File: config.mk
export PLATFORM = sky130hd
export DESIGN_NAME = bss_boot_source_selector
export DESIGN_NICKNAME = d
export VERILOG_FILES = /design/src/rtl/bss_pkg.sv /design/src/rtl/bss_boot_source_selector.sv
export SDC_FILE = /design/constraint.sdc
export NUM_CORES = 1
export LEC_CHECK = 0
export BUFFER_PORTS_ARGS = -buffer_cell sky130_fd_sc_hd__buf_2
export CAP_MARGIN = 5
export CORE_MARGIN = 1.5
export CORE_UTILIZATION = 45
export DETAILED_ROUTE_END_ITERATION = 7
export GPL_TIMING_DRIVEN = 0
export PLACE_DENSITY_LB_ADDON = 0.3
export SETUP_SLACK_MARGIN = 0.02
export SYNTH_ARGS = -nofsm -noshare
export SYNTH_HDL_FRONTEND = slang
export SYNTH_SLANG_ARGS = --single-unit
File: constraint.sdc
create_clock -name ref_clk_i -period 2 [get_ports ref_clk_i]
set_input_delay 0.4 -clock ref_clk_i [delete_from_list [all_inputs] [get_ports ref_clk_i]]
set_output_delay 0.4 -clock ref_clk_i [all_outputs]
set_load 0.05 [all_outputs]
File: src/rtl/bss_pkg.sv
package bss_pkg;
    // boot interface codes handed to the loader
    typedef enum logic [3:0] {
        BSS_SRC_SERIAL_A = 4'h0,
        BSS_SRC_QUAD     = 4'h1,
        BSS_SRC_SMEM8    = 4'h2,
        BSS_SRC_SMEM16   = 4'h3,
        BSS_SRC_SMEM32   = 4'h4,
        BSS_SRC_USB_A    = 4'h5,
        BSS_SRC_USB_B    = 4'h6,
        BSS_SRC_SPI      = 4'h7,
        BSS_SRC_SERIAL_B = 4'h8,
        BSS_SRC_INVALID  = 4'hf
    } bss_src_t;

    // pin function plan for the shared flash pins
    typedef enum logic [1:0] {
        BSS_PINS_NONE = 2'h0,
        BSS_PINS_QUAD = 2'h1,
        BSS_PINS_SYNC = 2'h2
    } bss_pins_t;

    // loader sequencing
    typedef enum logic [1:0] {
        BSS_ST_RESET  = 2'h0,
        BSS_ST_SAMPLE = 2'h1,
        BSS_ST_DONE   = 2'h2
    } bss_state_t;

    localparam logic [3:0]  BSS_FUSE_BLANK     = 4'h0;
    localparam logic [3:0]  BSS_FUSE_SERIAL_A  = 4'h1;
    localparam logic [3:0]  BSS_FUSE_QUAD      = 4'h2;
    localparam logic [3:0]  BSS_FUSE_SMEM8     = 4'h3;
    localparam logic [3:0]  BSS_FUSE_SMEM16    = 4'h4;
    localparam logic [3:0]  BSS_FUSE_SMEM32    = 4'h5;
    localparam logic [3:0]  BSS_FUSE_USB_A     = 4'h6;
    localparam logic [3:0]  BSS_FUSE_USB_B     = 4'h7;
    localparam logic [3:0]  BSS_FUSE_SPI       = 4'h8;
    localparam logic [3:0]  BSS_FUSE_SERIAL_B  = 4'h9;

    localparam logic [3:0]  BSS_STRAP_SERIAL_A = 4'h0;
    localparam logic [3:0]  BSS_STRAP_QUAD     = 4'h1;
    localparam logic [3:0]  BSS_STRAP_SMEM8    = 4'h2;
    localparam logic [3:0]  BSS_STRAP_SMEM16   = 4'h3;
    localparam logic [3:0]  BSS_STRAP_SMEM32   = 4'h4;
    localparam logic [3:0]  BSS_STRAP_USB_A    = 4'h5;
    localparam logic [3:0]  BSS_STRAP_USB_B    = 4'h6;
    localparam logic [3:0]  BSS_STRAP_SPI      = 4'h7;
    localparam logic [3:0]  BSS_STRAP_SERIAL_B = 4'h8;

    // static memory data widths in bits
    localparam logic [5:0]  BSS_WIDTH_8        = 6'h08;
    localparam logic [5:0]  BSS_WIDTH_16       = 6'h10;
    localparam logic [5:0]  BSS_WIDTH_32       = 6'h20;
    localparam logic [5:0]  BSS_WIDTH_NONE     = 6'h00;

    // boot rom: 64 kB, first fetch at its base
    localparam int          BSS_ROM_KBYTES     = 64;
    localparam logic [31:0] BSS_ROM_BASE       = 32'h0000_0000;
    localparam logic [31:0] BSS_ROM_SIZE       = 32'h0001_0000;

    // strap settle: cycles counted in the sample state before capture, pin stability not checked
    localparam logic [3:0]  BSS_STRAP_SETTLE   = 4'h4;
endpackage : bss_pkg

File: src/rtl/bss_boot_source_selector.sv
// Operation
// - a blank or zero fuse field hands the choice to the strap pins.
// - strap pins are captured once after reset and never again.
// - fuse 1,2,6,7,8,9: serial A, quad, usb A, usb B, spi, serial B.
// - fuse 3,4,5: static memory, chip select zero, 8/16/32 bit bus.
// - straps 0..8: ser A, quad, mem 8/16/32, usb A/B, spi, ser B.
// - spi boot puts sync serial clock, select, in, out on own pins.
// - pin multiplexing follows whichever spi style boot was chosen.
// - after any reset the processor fetches from the 64 kB boot rom.
`timescale 1ns/1ps
module bss_boot_source_selector
    import bss_pkg::*;
(
    input  wire logic        ref_clk_i,
    input  wire logic        resetn_i,
    input  wire logic        fuse_programmed_i,
    input  wire logic [3:0]  boot_source_fuse_field_i,
    input  wire logic        strap_pin_3_i,
    input  wire logic        strap_pin_2_i,
    input  wire logic        strap_pin_1_i,
    input  wire logic        strap_pin_0_i,
    output logic [3:0]       boot_source_o,
    output logic             boot_valid_o,
    output logic             boot_invalid_o,
    output logic             strap_mode_o,
    output logic [5:0]       smem_width_o,
    output logic             smem_chip_select_zero_o,
    output logic [1:0]       pin_plan_o,
    output logic             sync_serial_clock_fn_o,
    output logic             sync_serial_select_fn_o,
    output logic             sync_serial_in_fn_o,
    output logic             sync_serial_out_fn_o,
    output logic             quad_flash_fn_o,
    output logic             rom_fetch_o,
    output logic [31:0]      rom_fetch_addr_o
);

    // fuse field decode
    function automatic bss_src_t fuse_decode(input logic [3:0] code);
        unique case (code)
            BSS_FUSE_SERIAL_A: fuse_decode = BSS_SRC_SERIAL_A;
            BSS_FUSE_QUAD:     fuse_decode = BSS_SRC_QUAD;
            BSS_FUSE_SMEM8:    fuse_decode = BSS_SRC_SMEM8;
            BSS_FUSE_SMEM16:   fuse_decode = BSS_SRC_SMEM16;
            BSS_FUSE_SMEM32:   fuse_decode = BSS_SRC_SMEM32;
            BSS_FUSE_USB_A:    fuse_decode = BSS_SRC_USB_A;
            BSS_FUSE_USB_B:    fuse_decode = BSS_SRC_USB_B;
            BSS_FUSE_SPI:      fuse_decode = BSS_SRC_SPI;
            BSS_FUSE_SERIAL_B: fuse_decode = BSS_SRC_SERIAL_B;
            default:           fuse_decode = BSS_SRC_INVALID;
        endcase
    endfunction : fuse_decode

    // strap value decode, pin 3 is the msb
    function automatic bss_src_t strap_decode(input logic [3:0] code);
        unique case (code)
            BSS_STRAP_SERIAL_A: strap_decode = BSS_SRC_SERIAL_A;
            BSS_STRAP_QUAD:     strap_decode = BSS_SRC_QUAD;
            BSS_STRAP_SMEM8:    strap_decode = BSS_SRC_SMEM8;
            BSS_STRAP_SMEM16:   strap_decode = BSS_SRC_SMEM16;
            BSS_STRAP_SMEM32:   strap_decode = BSS_SRC_SMEM32;
            BSS_STRAP_USB_A:    strap_decode = BSS_SRC_USB_A;
            BSS_STRAP_USB_B:    strap_decode = BSS_SRC_USB_B;
            BSS_STRAP_SPI:      strap_decode = BSS_SRC_SPI;
            BSS_STRAP_SERIAL_B: strap_decode = BSS_SRC_SERIAL_B;
            default:            strap_decode = BSS_SRC_INVALID;
        endcase
    endfunction : strap_decode

    // pin synchroniser: three stages, change counts when 2 and 3 agree
    logic [3:0] sync1_q;
    logic [3:0] sync2_q;
    logic [3:0] sync3_q;
    logic [3:0] strap_raw;
    logic [3:0] strap_d;
    logic [3:0] strap_q;

    assign strap_raw = {strap_pin_3_i, strap_pin_2_i,
                        strap_pin_1_i, strap_pin_0_i};

    always_comb begin
        strap_d = strap_q;
        if (sync2_q == sync3_q) begin
            strap_d = sync3_q;
        end
    end

    always_ff @(posedge ref_clk_i) begin
        if (!resetn_i) begin
            sync1_q <= 4'h0;
            sync2_q <= 4'h0;
            sync3_q <= 4'h0;
            strap_q <= 4'h0;
        end else begin
            sync1_q <= strap_raw;
            sync2_q <= sync1_q;
            sync3_q <= sync2_q;
            strap_q <= strap_d;
        end
    end

    // capture sequencer and held result
    bss_state_t state_q;
    bss_state_t state_d;
    logic [3:0] settle_q;
    logic [3:0] settle_d;
    bss_src_t   src_q;
    bss_src_t   src_d;
    logic       strap_mode_q;
    logic       strap_mode_d;
    logic       use_straps;

    // an unprogrammed part reads as blank no matter what the field shows
    assign use_straps = !fuse_programmed_i
                        || (boot_source_fuse_field_i
                            == BSS_FUSE_BLANK);

    always_comb begin
        state_d      = state_q;
        settle_d     = settle_q;
        src_d        = src_q;
        strap_mode_d = strap_mode_q;
        unique case (state_q)
            BSS_ST_RESET: begin
                settle_d = 4'h0;
                state_d  = BSS_ST_SAMPLE;
            end
            BSS_ST_SAMPLE: begin
                // wait for the synchroniser to fill with real pin levels
                if (settle_q == BSS_STRAP_SETTLE) begin
                    strap_mode_d = use_straps;
                    if (use_straps) begin
                        src_d = strap_decode(strap_q);
                    end else begin
                        src_d = fuse_decode(boot_source_fuse_field_i);
                    end
                    state_d = BSS_ST_DONE;
                end else begin
                    settle_d = settle_q + 4'h1;
                end
            end
            BSS_ST_DONE: begin
                // held until the next reset; later strap moves ignored
                state_d = BSS_ST_DONE;
            end
            default: begin
                state_d = BSS_ST_RESET;
            end
        endcase
    end

    always_ff @(posedge ref_clk_i) begin
        if (!resetn_i) begin
            state_q      <= BSS_ST_RESET;
            settle_q     <= 4'h0;
            src_q        <= BSS_SRC_INVALID;
            strap_mode_q <= 1'b0;
        end else begin
            state_q      <= state_d;
            settle_q     <= settle_d;
            src_q        <= src_d;
            strap_mode_q <= strap_mode_d;
        end
    end

    // output decode, registered so the loader sees clean levels
    logic        done;
    logic [5:0]  width_d;
    logic [1:0]  plan_d;
    logic [5:0]  width_q;
    logic [1:0]  plan_q;
    logic        valid_q;
    logic        invalid_q;
    logic        fetch_q;

    assign done = (state_q == BSS_ST_DONE);

    always_comb begin
        width_d = BSS_WIDTH_NONE;
        plan_d  = BSS_PINS_NONE;
        if (done) begin
            unique case (src_q)
                BSS_SRC_SMEM8:  width_d = BSS_WIDTH_8;
                BSS_SRC_SMEM16: width_d = BSS_WIDTH_16;
                BSS_SRC_SMEM32: width_d = BSS_WIDTH_32;
                BSS_SRC_QUAD:   plan_d  = BSS_PINS_QUAD;
                BSS_SRC_SPI:    plan_d  = BSS_PINS_SYNC;
                default: begin
                    width_d = BSS_WIDTH_NONE;
                    plan_d  = BSS_PINS_NONE;
                end
            endcase
        end
    end

    always_ff @(posedge ref_clk_i) begin
        if (!resetn_i) begin
            width_q   <= BSS_WIDTH_NONE;
            plan_q    <= BSS_PINS_NONE;
            valid_q   <= 1'b0;
            invalid_q <= 1'b0;
            fetch_q   <= 1'b0;
        end else begin
            width_q   <= width_d;
            plan_q    <= plan_d;
            valid_q   <= done && (src_q != BSS_SRC_INVALID);
            invalid_q <= done && (src_q == BSS_SRC_INVALID);
            fetch_q   <= 1'b1;
        end
    end

    assign boot_source_o           = src_q;
    assign boot_valid_o            = valid_q;
    assign boot_invalid_o          = invalid_q;
    assign strap_mode_o            = strap_mode_q;
    assign smem_width_o            = width_q;
    assign smem_chip_select_zero_o = (width_q != BSS_WIDTH_NONE);
    assign pin_plan_o              = plan_q;
    // sync serial functions are a separate pin set from the quad port
    assign sync_serial_clock_fn_o  = (plan_q == BSS_PINS_SYNC);
    assign sync_serial_select_fn_o = (plan_q == BSS_PINS_SYNC);
    assign sync_serial_in_fn_o     = (plan_q == BSS_PINS_SYNC);
    assign sync_serial_out_fn_o    = (plan_q == BSS_PINS_SYNC);
    assign quad_flash_fn_o         = (plan_q == BSS_PINS_QUAD);
    assign rom_fetch_o             = fetch_q;
    assign rom_fetch_addr_o        = BSS_ROM_BASE;

endmodule : bss_boot_source_selector

Yosys cells after proc, flatten, opt, wreduce, memory -nomap -nowiden
Memories as Yosys holds them, arrays and structs flattened. A register that Yosys moved wholly into a read port is not among the register bits.
Index checks and enable logic that the tools add are counted.

word-level totals
  word-level logic and storage cells = 52
  ROM bits = 128
  bits of input ports = 11
  output and inout port bits = 54
  flip-flop bits (word level) = 38
  memories kept = 2

memories
  memory            depth  width  rd ports  clocked after memory_dff  wr ports  line                            RTL
  (name not given)  16     4      1         1                         0         bss_boot_source_selector.sv:56  unique case (code)
  (name not given)  16     4      1         0                         0         bss_boot_source_selector.sv:40  unique case (code)

operators by class
  equal/unequal tests = 15
  reductions and logical operators = 11
  add/subtract/negate cells = 1
  mux-type cells = 10

operators with widths
  cell                   number
  $pmux W6 S3            1
  $mux W4                4
  $eq A4 B3 Y1 const B   3
  $eq A4 B2 Y1 const B   2
  $pmux W4 S2            1
  $pmux W2 S3            1
  $reduce_and A2 Y1      3
  $reduce_bool A6 Y1     1
  $add A4 B1 Y4 const B  1
  $eq A2 B1 Y1 const B   2
  $eq A2 B2 Y1 const B   2
  $eq A4 B1 Y1 const B   1
  $eq A4 B4 Y1           1
  $eq A4 B4 Y1 const B   1
  $logic_not A4 Y1       1
  $ne A2 B2 Y1 const B   2
  $ne A4 B4 Y1 const B   1
  $pmux W2 S2            1
  $logic_and A1 B1 Y1    2
  $logic_not A2 Y1       1
  $mux W2                1
  $reduce_bool A2 Y1     1
  $logic_not A1 Y1       1
  $logic_or A1 B1 Y1     1
  $mux W1                1

Longest topological paths before layout
Gate-level depths: netlist of run 1.

  depth in word-level cells = 3
  depth in mapped cells = 7

Worst setup path after synthesis of run 1
OpenSTA, ideal clock, no wires.

  path type = reg2out
  start point = register plan_q[1] (netlist: pin_plan_o[1])
  end point = output sync_serial_in_fn_o
  stages on the path, launching flop included = 3
  path slack = -252 ps
  data arrival time = 1,852 ps
  required time = 1,600 ps
  cell sequence = dfxtp_1 nor2b_1 buf_4

on the way
  cells in the longest elaborated chain, start to end = 1

ends and longest elaborated chain
  element                   line                             RTL
  start: declaration        bss_boot_source_selector.sv:171  logic [1:0] plan_q;
  start signal: assignment  bss_boot_source_selector.sv:205  plan_q <= plan_d;
  $eq A2 B2 Y1              n/a
  end: declaration          bss_boot_source_selector.sv:31   output logic sync_serial_in_fn_o,

No other way between the ends.

==> results of run 1 <==
[placed cells by master, fill, tap and decap left out, types with 4 or more instances in the layout]
cell	netlist	routed
dfxtp_1	39	39
buf_4	38	38
conb_1	1	35
buf_2	0	29
and2_1	14	14
nand2_1	14	14
nor2_1	13	12
inv_1	11	11
nand3_1	8	8
ha_1	8	8
xor2_1	6	6
clkbuf_8	0	6
o21ai_0	5	5
nor3_1	5	5
mux2i_1	4	4
clkbuf_1	4	4
[synthesized netlist by cell type, drive strengths merged (2+ instances only)]
cell,count,share of area
clkbuf,4,0.0080
mux2i,4,0.021
nor4b,3,0.014
nor3,5,0.013
nor2,13,0.026
and3,2,0.0066
xor2,6,0.028
nand3,8,0.021
a311o,3,0.016
dfxtp,39,0.41
o31ai,3,0.012
nand2,14,0.028
inv,11,0.022
o21ai,5,0.013
nor2b,4,0.013
a21boi,4,0.016
buf,38,0.15
and2,14,0.046
ha,8,0.053
o21a,2,0.0080
o2111a,3,0.018
or2,3,0.0099
[through the flow]
step | setup slack [ns] | power (µW) | utilization | cell area, µm² | std cells
6_report | 0.268 | 2010 | 0.582 | 2340 | 326
2_1_floorplan | 0.0451 | 1290 | - | 2020 | 239
3_5_place_dp | 0.135 | 1360 | 0.552 | 2220 | 318
4_1_cts | 0.115 | 2030 | 0.581 | 2340 | 326
3_3_place_gp | 0.131 | 1350 | 0.552 | 2220 | 318
5_1_grt | 0.112 | 2130 | 0.582 | 2340 | 326
[metal layers]
| metal | GRT usage | part of all wire | vias to the layer above |
|---|---|---|---|
| li1 | - | - | 744 |
| met1 | 0.153 | 0.43 | 612 |
| met2 | 0.240 | 0.48 | 46 |
| met3 | 0.0500 | 0.074 | 6 |
| met4 | 0.0536 | 0.015 | 0 |
| met5 | 0 | 0 | - |
[power breakdown]
group          switching (µW)  total [µW]  internal (µW)  leakage, µW
clock network             265         669            403    0.0000612
logic                     333         485            152     0.000855
registers                33.3         858            824     0.000318
total                     632        2010           1380      0.00123
[worst min-delay path by stage]
stage	cells after the start	endpoint	start
2_1_floorplan	1	sync2_q[0]	sync1_q[0]
3_3_place_gp	1	sync2_q[0]	sync1_q[0]
3_5_place_dp	1	sync2_q[0]	sync1_q[0]
4_1_cts	1	rom_fetch_o	resetn_i
5_1_grt	1	rom_fetch_o	resetn_i
6_report	1	rom_fetch_o	resetn_i
[logic make-up after synthesis]
group / count (synthesis) / share of synthesized area
flip-flops: 39 / 0.414
AND/OR/NAND/NOR: 71 / 0.205
XOR/XNOR: 6 / 0.0279
other: 1 / 0.00199
multiplexers: 4 / 0.0212
adder cells (fa/ha/maj): 8 / 0.0531
buffers and inverters: 53 / 0.181
AO/OA/AOI/OAI: 23 / 0.0962
[area by class of cell]
class                      instances  area [µm²]
clock buffer                       6        82.6
buffer                            42         300
multi-input combinational        147         897
timing repair buffer              29         145
tap                               50        62.6
inverter                          11        41.3
clock inverter                     2        35.0
fill                             357        1680
sequential                        39         781
==> impl_summary.log, run 1 <==
[metrics] buffers inserted by post-CTS timing repair: 0
[metrics] startpoint-to-endpoint class of the critical path: flop to flop
[metrics] distinct cell type count of the synthesized netlist: 32
[metrics] antenna violations before repair: 0
[metrics] highest achievable clock rate: 0.577 GHz
[metrics] number of diodes: 0
[metrics] maximum number of pins on one net before global-route repair: 13
[metrics] Worst Hold Class: input port to flop
[metrics] Max-Cap Viols: 0
[metrics] share of the clock period used by the worst path: 0.866
[metrics] Detailed Routing Iterations Pass 1: 4
[metrics] routed vias/inst: 4.32
[metrics] source-to-sink clock delay at the later pin of the worst-skew pair: 0.29 ns
[metrics] wire length reported by the detailed router: 2.98 mm
[metrics] placer's final routability congestion estimate: 0.809
[metrics] violation count after the first detailed-routing iteration: 72
[metrics] Max FO, Critical Path: 10
[metrics] Crit-path slowest cell: nor4_4
[metrics] VDD IR max: 0.675 mV
[metrics] Setup Total Neg Slack: 0 ns
[metrics] total number of clock tree sinks: 39
[metrics] nets: 294
[metrics] delay contributed by the slowest stage of the critical path: 0.61 ns
[metrics] P_leak: 0.00123 µW
[metrics] power density over the cells: 858 nW/µm²
[metrics] number of hold buffers added after cts: 0
[metrics] most used flip-flop cell after synthesis: dfxtp_1
[metrics] number of global-route vias before repair: 1,105
[metrics] CP required: 2.18 ns
[metrics] CTS max path bufs: 2
[metrics] clock tree from TritonCTS: yes
[metrics] Synth async-reset ratio: 0
[metrics] effective utilization at floorplan: 0.468
[metrics] Rel. slew slack: 0.587
[metrics] Antenna Violating Nets Remaining: 0
[metrics] synthesized area per cell: 9.20 µm²
[metrics] netlist area before placement: 1890 µm²
[metrics] worst hold slack after final layout: 0.292 ns
[metrics] die width: 67.8 µm
[metrics] height of the chip: 67.8 µm
[metrics] Crit path depth: 4
[metrics] min cycle time layout: 1.73 ns
[metrics] fraction of final layout cells sized beyond drive strength 1: 0.293
[metrics] grt total ovfl: 0
[metrics] Clk Tree Root Cell: clkbuf_8
[metrics] register area share after synthesis: 0.414
[metrics] data arrival time at the worst-slack endpoint: 1.91 ns
[metrics] total number of placement rows: 23
[metrics] number of synthesized register bits: 39
[metrics] R2R cell count: 4
[metrics] Worst Max-Slew Pin Slew: 0.615 ns
[metrics] CP startpoint: sync3_q[1]
[metrics] run status: finished clean
[metrics] core box area: 4030 µm²
[metrics] Clock H-tree levels: 2
[metrics] DRC Markers: 0
[metrics] total number of vias: 1,408
[metrics] IO Count: 65
[metrics] area overhead of the layout relative to synthesis: 24.3%
[metrics] Setup crit start kind: flop
[metrics] worst reg2reg startpoint: sync3_q[1]
[metrics] cell-by-cell listing of the critical path: xor2_1 -> nor4_4 -> mux2i_1 -> a311o_1
[metrics] Fin. Hold Viols: 0
[metrics] slack of the worst reg-to-reg path: 0.27 ns
[metrics] floorplan die area: 4590 µm²
[metrics] Post-synth EDFFs: 0
[metrics] detailed placement HPWL: 2.27 mm
[metrics] gate count of the mapped netlist: 205
[metrics] Buffers on Ports: 29
[metrics] total CTS buffers: 5
[metrics] clk_skew: 0.00685 ns
[metrics] gate family responsible for the most delay along the worst path: simple AND/OR/NAND/NOR gates
[metrics] Final Max Slew Viols: 0
[metrics] Routed wire per std cell: 9.15 µm
[metrics] total number of yosys warnings: 0
[metrics] WP buf/inv: 0
[metrics] global-route wire length before repair: 4.70 mm
[metrics] total routing resource utilization after global routing: 0.138
[metrics] setup violation total in the final timing report: 0
[metrics] unrepaired setup endpoints after global routing: no
[metrics] crit end category: flop
[metrics] clk slew on worst S/H paths: 0.07 ns
[metrics] cells resized by post-CTS repair: 0
Note: power is estimated with default switching activity, not from simulation.
==> run 2: changes to the inputs <==
--- a/config.mk
+++ b/config.mk
@@ -5,14 +5,15 @@
 export SDC_FILE = /design/constraint.sdc
 export NUM_CORES = 1
 export LEC_CHECK = 0
+export ABC_AREA = 1
 export BUFFER_PORTS_ARGS = -buffer_cell sky130_fd_sc_hd__buf_2
 export CAP_MARGIN = 5
 export CORE_MARGIN = 1.5
 export CORE_UTILIZATION = 45
 export DETAILED_ROUTE_END_ITERATION = 7
-export GPL_TIMING_DRIVEN = 0
 export PLACE_DENSITY_LB_ADDON = 0.3
 export SETUP_SLACK_MARGIN = 0.02
 export SYNTH_ARGS = -nofsm -noshare
 export SYNTH_HDL_FRONTEND = slang
 export SYNTH_SLANG_ARGS = --single-unit
+export TNS_END_PERCENT = 1
==> impl_summary.log, run 2 <==
[metrics] startpoint-to-endpoint class of the critical path: flop to output port
[metrics] gate count of the mapped netlist: 248
[metrics] Fin. Hold Viols: 0
[metrics] IO Count: 65
[metrics] distinct cell type count of the synthesized netlist: 26
[metrics] R2R cell count: 9
[metrics] highest achievable clock rate: 0.643 GHz
[metrics] Max-Cap Viols: 0
[metrics] Post-synth EDFFs: 0
[metrics] total number of vias: 1,380
[metrics] number of filler instances in the final layout: 408
[metrics] number of placed cells counting well taps: 322
[metrics] share of the clock period used by the worst path: 0.778
[metrics] Max FO, Critical Path: 2
[metrics] grt total ovfl: 0
[metrics] total number of clock tree sinks: 39
[metrics] cell depth of the worst min-delay path: 3
[metrics] wire length reported by the detailed router: 2.62 mm
[metrics] number of diodes: 0
[metrics] Crit path depth: 2
[metrics] clk_skew: 0.00251 ns
[metrics] routed vias/inst: 4.18
[metrics] commonest non-fill, non-tap cell in the layout: inv_1
[metrics] min cycle time layout: 1.56 ns
[metrics] leading area contributor after synthesis: dfxtp_1
[metrics] CTS max path bufs: 2
[metrics] slack of the worst reg-to-reg path: 0.51 ns
[metrics] placer's final routability congestion estimate: 0.796
[metrics] Finished Layout Cells: 330
[metrics] antenna violations before repair: 0
[metrics] core box area: 4030 µm²
[metrics] setup violation total in the final timing report: 0
[metrics] source-to-sink clock delay at the later pin of the worst-skew pair: 0.29 ns
[metrics] most used flip-flop cell after synthesis: dfxtp_1
[metrics] Final Max Slew Viols: 0
[metrics] gate family responsible for the most delay along the worst path: simple AND/OR/NAND/NOR gates
[metrics] VDD IR max: 0.595 mV
[metrics] height of the chip: 67.9 µm
[metrics] endpoint of the worst-slack reg-to-reg timing path: settle_q[3]
[metrics] CP required: 1.60 ns
[metrics] power density over the cells: 920 nW/µm²
[metrics] commonest cells after routing, fill and taps aside: inv_1, nand2_1, dfxtp_1
[metrics] total number of placement rows: 23
[metrics] CP startpoint: smem_width_o[4]
[metrics] area overhead of the layout relative to synthesis: 7.91%
[metrics] Synth async-reset ratio: 0
[metrics] maximum number of pins on one net before global-route repair: 18
[metrics] Clock H-tree levels: 2
[metrics] worst setup timing slack at the placement stage: 0.386 ns
[metrics] cells resized by post-CTS repair: 0
[metrics] clk slew on worst S/H paths: 0.07 ns
[metrics] Crit-path slowest cell: or3_1
[metrics] cell-by-cell listing of the critical path: or3_1 -> buf_2
[metrics] Buffers on Ports: 29
[metrics] buffers inserted by post-CTS timing repair: 0
[metrics] global-route wire length before repair: 4.26 mm
[metrics] Antenna Violating Nets Remaining: 0
[metrics] final standard cell utilization of the core: 0.508
[metrics] Setup Total Neg Slack: 0 ns
[metrics] end point of the critical path: smem_chip_select_zero_o
[metrics] most common cell in the netlist: inv_1
[metrics] violation count after the first detailed-routing iteration: 77
[metrics] worst reg2reg startpoint: settle_q[0]
[metrics] Detailed Routing Iterations Pass 1: 5
[metrics] effective utilization at floorplan: 0.471
[metrics] Setup crit start kind: flop
[metrics] Area contributors post-synth: dfxtp_1, buf_4, inv_1
[metrics] Worst Hold Class: input port to flop
[metrics] total routing resource utilization after global routing: 0.123
[metrics] unrepaired setup endpoints after global routing: no
[metrics] synthesized area per cell: 7.65 µm²
[metrics] Post-synth top cells: inv_1, nand2_1, dfxtp_1
[metrics] data arrival time at the worst-slack endpoint: 1.16 ns
[metrics] clock tree from TritonCTS: yes
[metrics] crit end category: output port
[metrics] total CTS buffers: 5
[metrics] total number of yosys warnings: 0
[metrics] instance area at placement: 1950 µm²
[metrics] register area share after synthesis: 0.411
[metrics] setup ws final: 0.445 ns
[metrics] number of hold buffers added after cts: 0
[metrics] run status: finished clean
[metrics] DRC Markers: 0
[metrics] number of global-route vias before repair: 1,120
[metrics] floorplan die area: 4620 µm²
[metrics] area share of the leading cell type in the synthesized netlist: 0.411
[metrics] WP buf/inv: 1
[metrics] Clk Tree Root Cell: clkbuf_8
[metrics] P_leak: 0.00118 µW
[metrics] number of synthesized register bits: 39
[metrics] detailed placement HPWL: 2.05 mm
[metrics] Routed wire per std cell: 7.95 µm
[metrics] netlist area before placement: 1900 µm²
[metrics] fraction of final layout cells sized beyond drive strength 1: 0.164
[metrics] delay contributed by the slowest stage of the critical path: 0.35 ns
[metrics] die width: 67.9 µm
[metrics] final standard cell area without fillers: 2050 µm²
[metrics] nets: 298
-- run 2: changes by cell type in the layout (fill, tap and decap cells not counted), moves of 4 or more --
cell,before,now
inv_1,11,52
buf_4,38,1
nand2_1,14,45
a21oi_1,0,14
and2_1,14,0
nor2_1,12,7
xor2_1,6,1
mux2i_1,4,0
-- run 2: tightest hold or removal path: stages --
cell and delay (ns):
buf_2 0.07, nand2_1 0.04, inv_1 0.04
-- run 2: cells by family (layout without fill, tap and decap cells) --
kind of cell             count (synthesis)  in the layout  synth area share
other                                    1             35           0.00198
adder cells (fa/ha/maj)                  8              8            0.0527
XOR/XNOR                                 1              1           0.00462
AND/OR/NAND/NOR                         79             79             0.192
AO/OA/AOI/OAI                           27             27            0.0765
buffers and inverters                   93             91             0.260
flip-flops                              39             39             0.411
-- run 2: where the power goes --
group	leakage (µW)	switching, µW	internal, µW
clock	0.0000515	254	314
combinational	0.000810	342	102
sequential	0.000319	33.1	839
-- run 2: cell type report --
type | count | area (µm²) | area share
Multi-Input combinational cell | 150 | 753 | 0.368
Sequential cell | 39 | 781 | 0.381
Tap cell | 50 | 62.6 | 0.0305
Clock buffer | 8 | 100 | 0.0489
Inverter | 53 | 199 | 0.0971
Timing Repair Buffer | 30 | 153 | 0.0745
-- run 2: worst min path at each step --
stage,endpoint,from
finish,sync1_q[1],strap_pin_1_i
global route,sync1_q[1],strap_pin_1_i
CTS,sync1_q[0],strap_pin_0_i
detailed placement,sync2_q[2],sync1_q[2]
global placement,sync2_q[3],sync1_q[3]
floorplan,sync2_q[0],sync1_q[0]
-- run 2: through the flow --
step	power (µW)	hold WS (ns)
6_report	1880	0.293
5_1_grt	2000	0.291
4_1_cts	1910	0.284
3_5_place_dp	1330	0.399
3_3_place_gp	1320	0.393
2_1_floorplan	1320	0.390
-- run 2: routing by layer --
layer	part of all wire	wire length [µm]	track usage	vias up
met5	0	0	0	-
met4	0.011	29	0.0600	0
met3	0.071	187	0.0444	5
met2	0.48	1270	0.218	51
met1	0.43	1140	0.129	584
li1	-	-	-	740
==> run 3: changes to the inputs <==
--- a/config.mk
+++ b/config.mk
@@ -5,7 +5,7 @@
 export SDC_FILE = /design/constraint.sdc
 export NUM_CORES = 1
 export LEC_CHECK = 0
-export ABC_AREA = 1
+export ABC_AREA = 0
 export BUFFER_PORTS_ARGS = -buffer_cell sky130_fd_sc_hd__buf_2
 export CAP_MARGIN = 5
 export CORE_MARGIN = 1.5
==> constraint.sdc (replaced) <==
create_clock -name ref_clk_i -period 1.4 [get_ports ref_clk_i]
set_input_delay 0.28 -clock ref_clk_i [delete_from_list [all_inputs] [get_ports ref_clk_i]]
set_output_delay 0.28 -clock ref_clk_i [all_outputs]
set_load 0.05 [all_outputs]
==> impl_summary.log, run 3 (synthesis results as in run 1) <==
[metrics] fraction of final layout cells sized beyond drive strength 1: 0.287
[metrics] clk slew on worst S/H paths: 0.07 ns
[metrics] placer's final routability congestion estimate: 0.803
[metrics] source-to-sink clock delay at the later pin of the worst-skew pair: 0.28 ns
[metrics] total CTS buffers: 5
[metrics] violated checks: setup timing
[metrics] effective utilization at floorplan: 0.468
[metrics] VDD IR max: 0.918 mV
[metrics] violation count after the first detailed-routing iteration: 75
[metrics] Setup crit start kind: flop
[metrics] Crit-path slowest cell: dfxtp_2
[metrics] buffers inserted by post-CTS timing repair: 0
[metrics] Max-Cap Viols: 0
[metrics] setup violation total in the final timing report: 4
[metrics] area overhead of the layout relative to synthesis: 20.1%
[metrics] CTS max path bufs: 2
[metrics] Clk Tree Root Cell: clkbuf_8
[metrics] worst reg2reg startpoint: sync2_q[2]
[metrics] min cycle time layout: 1.44 ns
[metrics] R2R cell count: 5
[metrics] P_leak: 0.00113 µW
[metrics] unrepaired setup endpoints after global routing: yes
[metrics] cell-by-cell listing of the critical path: xor2_1 -> nor4_4 -> buf_6 -> nor2_1 -> a311o_1
[metrics] antenna violations before repair: 0
[metrics] number of global-route vias before repair: 1,191
[metrics] slack of the worst reg-to-reg path: -0.04 ns
[metrics] data arrival time at the worst-slack endpoint: 1.61 ns
[metrics] maximum number of pins on one net before global-route repair: 13
[metrics] nets: 272
[metrics] number of hold buffers added after cts: 0
[metrics] grt total ovfl: 0
[metrics] core box area: 4030 µm²
[metrics] Fin. Hold Viols: 0
[metrics] Buffers on Ports: 29
[metrics] floorplan die area: 4590 µm²
[metrics] delay contributed by the slowest stage of the critical path: 0.32 ns
[metrics] CP startpoint: sync2_q[2]
[metrics] Clock H-tree levels: 2
[metrics] Worst Hold Class: input port to flop
[metrics] worst setup timing slack at the placement stage: -0.0515 ns
[metrics] detailed placement HPWL: 2.33 mm
[metrics] highest achievable clock rate: 0.695 GHz
[metrics] run status: complete, but fails checks
[metrics] Antenna Violating Nets Remaining: 0
[metrics] Detailed Routing Iterations Pass 1: 4
[metrics] clk_skew: 0.00626 ns
[metrics] height of the chip: 67.8 µm
[metrics] CP required: 1.57 ns
[metrics] crit end category: flop
[metrics] Routed wire per std cell: 10.2 µm
[metrics] total number of vias: 1,398
[metrics] Max FO, Critical Path: 10
[metrics] commonest cells after routing, fill and taps aside: dfxtp_1, conb_1, buf_2
[metrics] Final Max Slew Viols: 0
[metrics] number of diodes: 0
[metrics] setup ws final: -0.0384 ns
[metrics] routed vias/inst: 4.60
[metrics] Power Total: 3110 µW
[metrics] total number of clock tree sinks: 39
[metrics] global-route wire length before repair: 5.00 mm
[metrics] power density over the cells: 1370 nW/µm²
[metrics] startpoint-to-endpoint class of the critical path: flop to flop
[metrics] die width: 67.8 µm
[metrics] share of the clock period used by the worst path: 1.03
[metrics] wire length reported by the detailed router: 3.11 mm
[metrics] IO Count: 65
[metrics] DRC Markers: 0
[metrics] total routing resource utilization after global routing: 0.143
[metrics] clock tree from TritonCTS: yes
[metrics] total number of placement rows: 23
## run 3: worst min path at each step
stage	from	endpoint	slack [ns]	depth (start not counted)
floorplan	resetn_i	rom_fetch_o	0.31	0
global placement	sync1_q[1]	sync2_q[1]	0.42	1
detailed placement	sync1_q[2]	sync2_q[2]	0.42	1
CTS	strap_pin_1_i	sync1_q[1]	0.19	2
global route	strap_pin_3_i	sync1_q[3]	0.19	2
finish	strap_pin_1_i	sync1_q[1]	0.20	2
## run 3: timing repair
| item | CTS | global route |
|---|---|---|
| endpoints found under the hold margin | 0 | 0 |
| gates resized for setup | 5 | 14 |
| setup endpoints to repair | 9 | 23 |
| pin swaps | 0 | 7 |
## run 3: area by class of cell
type,instances,area [µm²]
fillers,385,1760
well taps,50,62.6
repair buffers,49,312
multi-input cells,147,932
flip-flops and latches,39,786
clock inverters,2,60.1
clock buffers,6,72.6
inverters,11,41.3
## run 3: where the power goes
part | internal, µW | leakage, µW | switching (µW)
Clock | 712 | 0.0000654 | 370
Sequential | 1180 | 0.000319 | 43.7
Combinational | 286 | 0.000746 | 522
Total | 2180 | 0.00113 | 936
## run 3: worst max-delay path, delay by kind of cell (launching register included)
kind,cells,cell delay [ns]
flops,1,0.32
buf+inv,1,0.18
compound gates,1,0.31
xor+xnor,1,0.17
simple gates,2,0.34
## run 3: stage by stage
| stage | hold slack [ns] | TNS (ns) | utilization | area (µm²) | std cells |
|---|---|---|---|---|---|
| 2_1_floorplan | 0.308 | -1.01 | - | 2030 | 239 |
| 3_3_place_gp | 0.418 | -0.0692 | 0.518 | 2090 | 296 |
| 3_5_place_dp | 0.424 | -0.141 | 0.518 | 2090 | 296 |
| 4_1_cts | 0.190 | -0.123 | 0.554 | 2230 | 304 |
| 5_1_grt | 0.194 | -0.738 | 0.562 | 2270 | 304 |
| 6_report | 0.199 | -0.122 | 0.562 | 2270 | 304 |
## run 3: per-layer routing
metal | GRT usage | routed length (µm)
met1 | 0.174 | 1390
met2 | 0.234 | 1520
met3 | 0.0467 | 179
met4 | 0.0561 | 21
met5 | 0 | 0
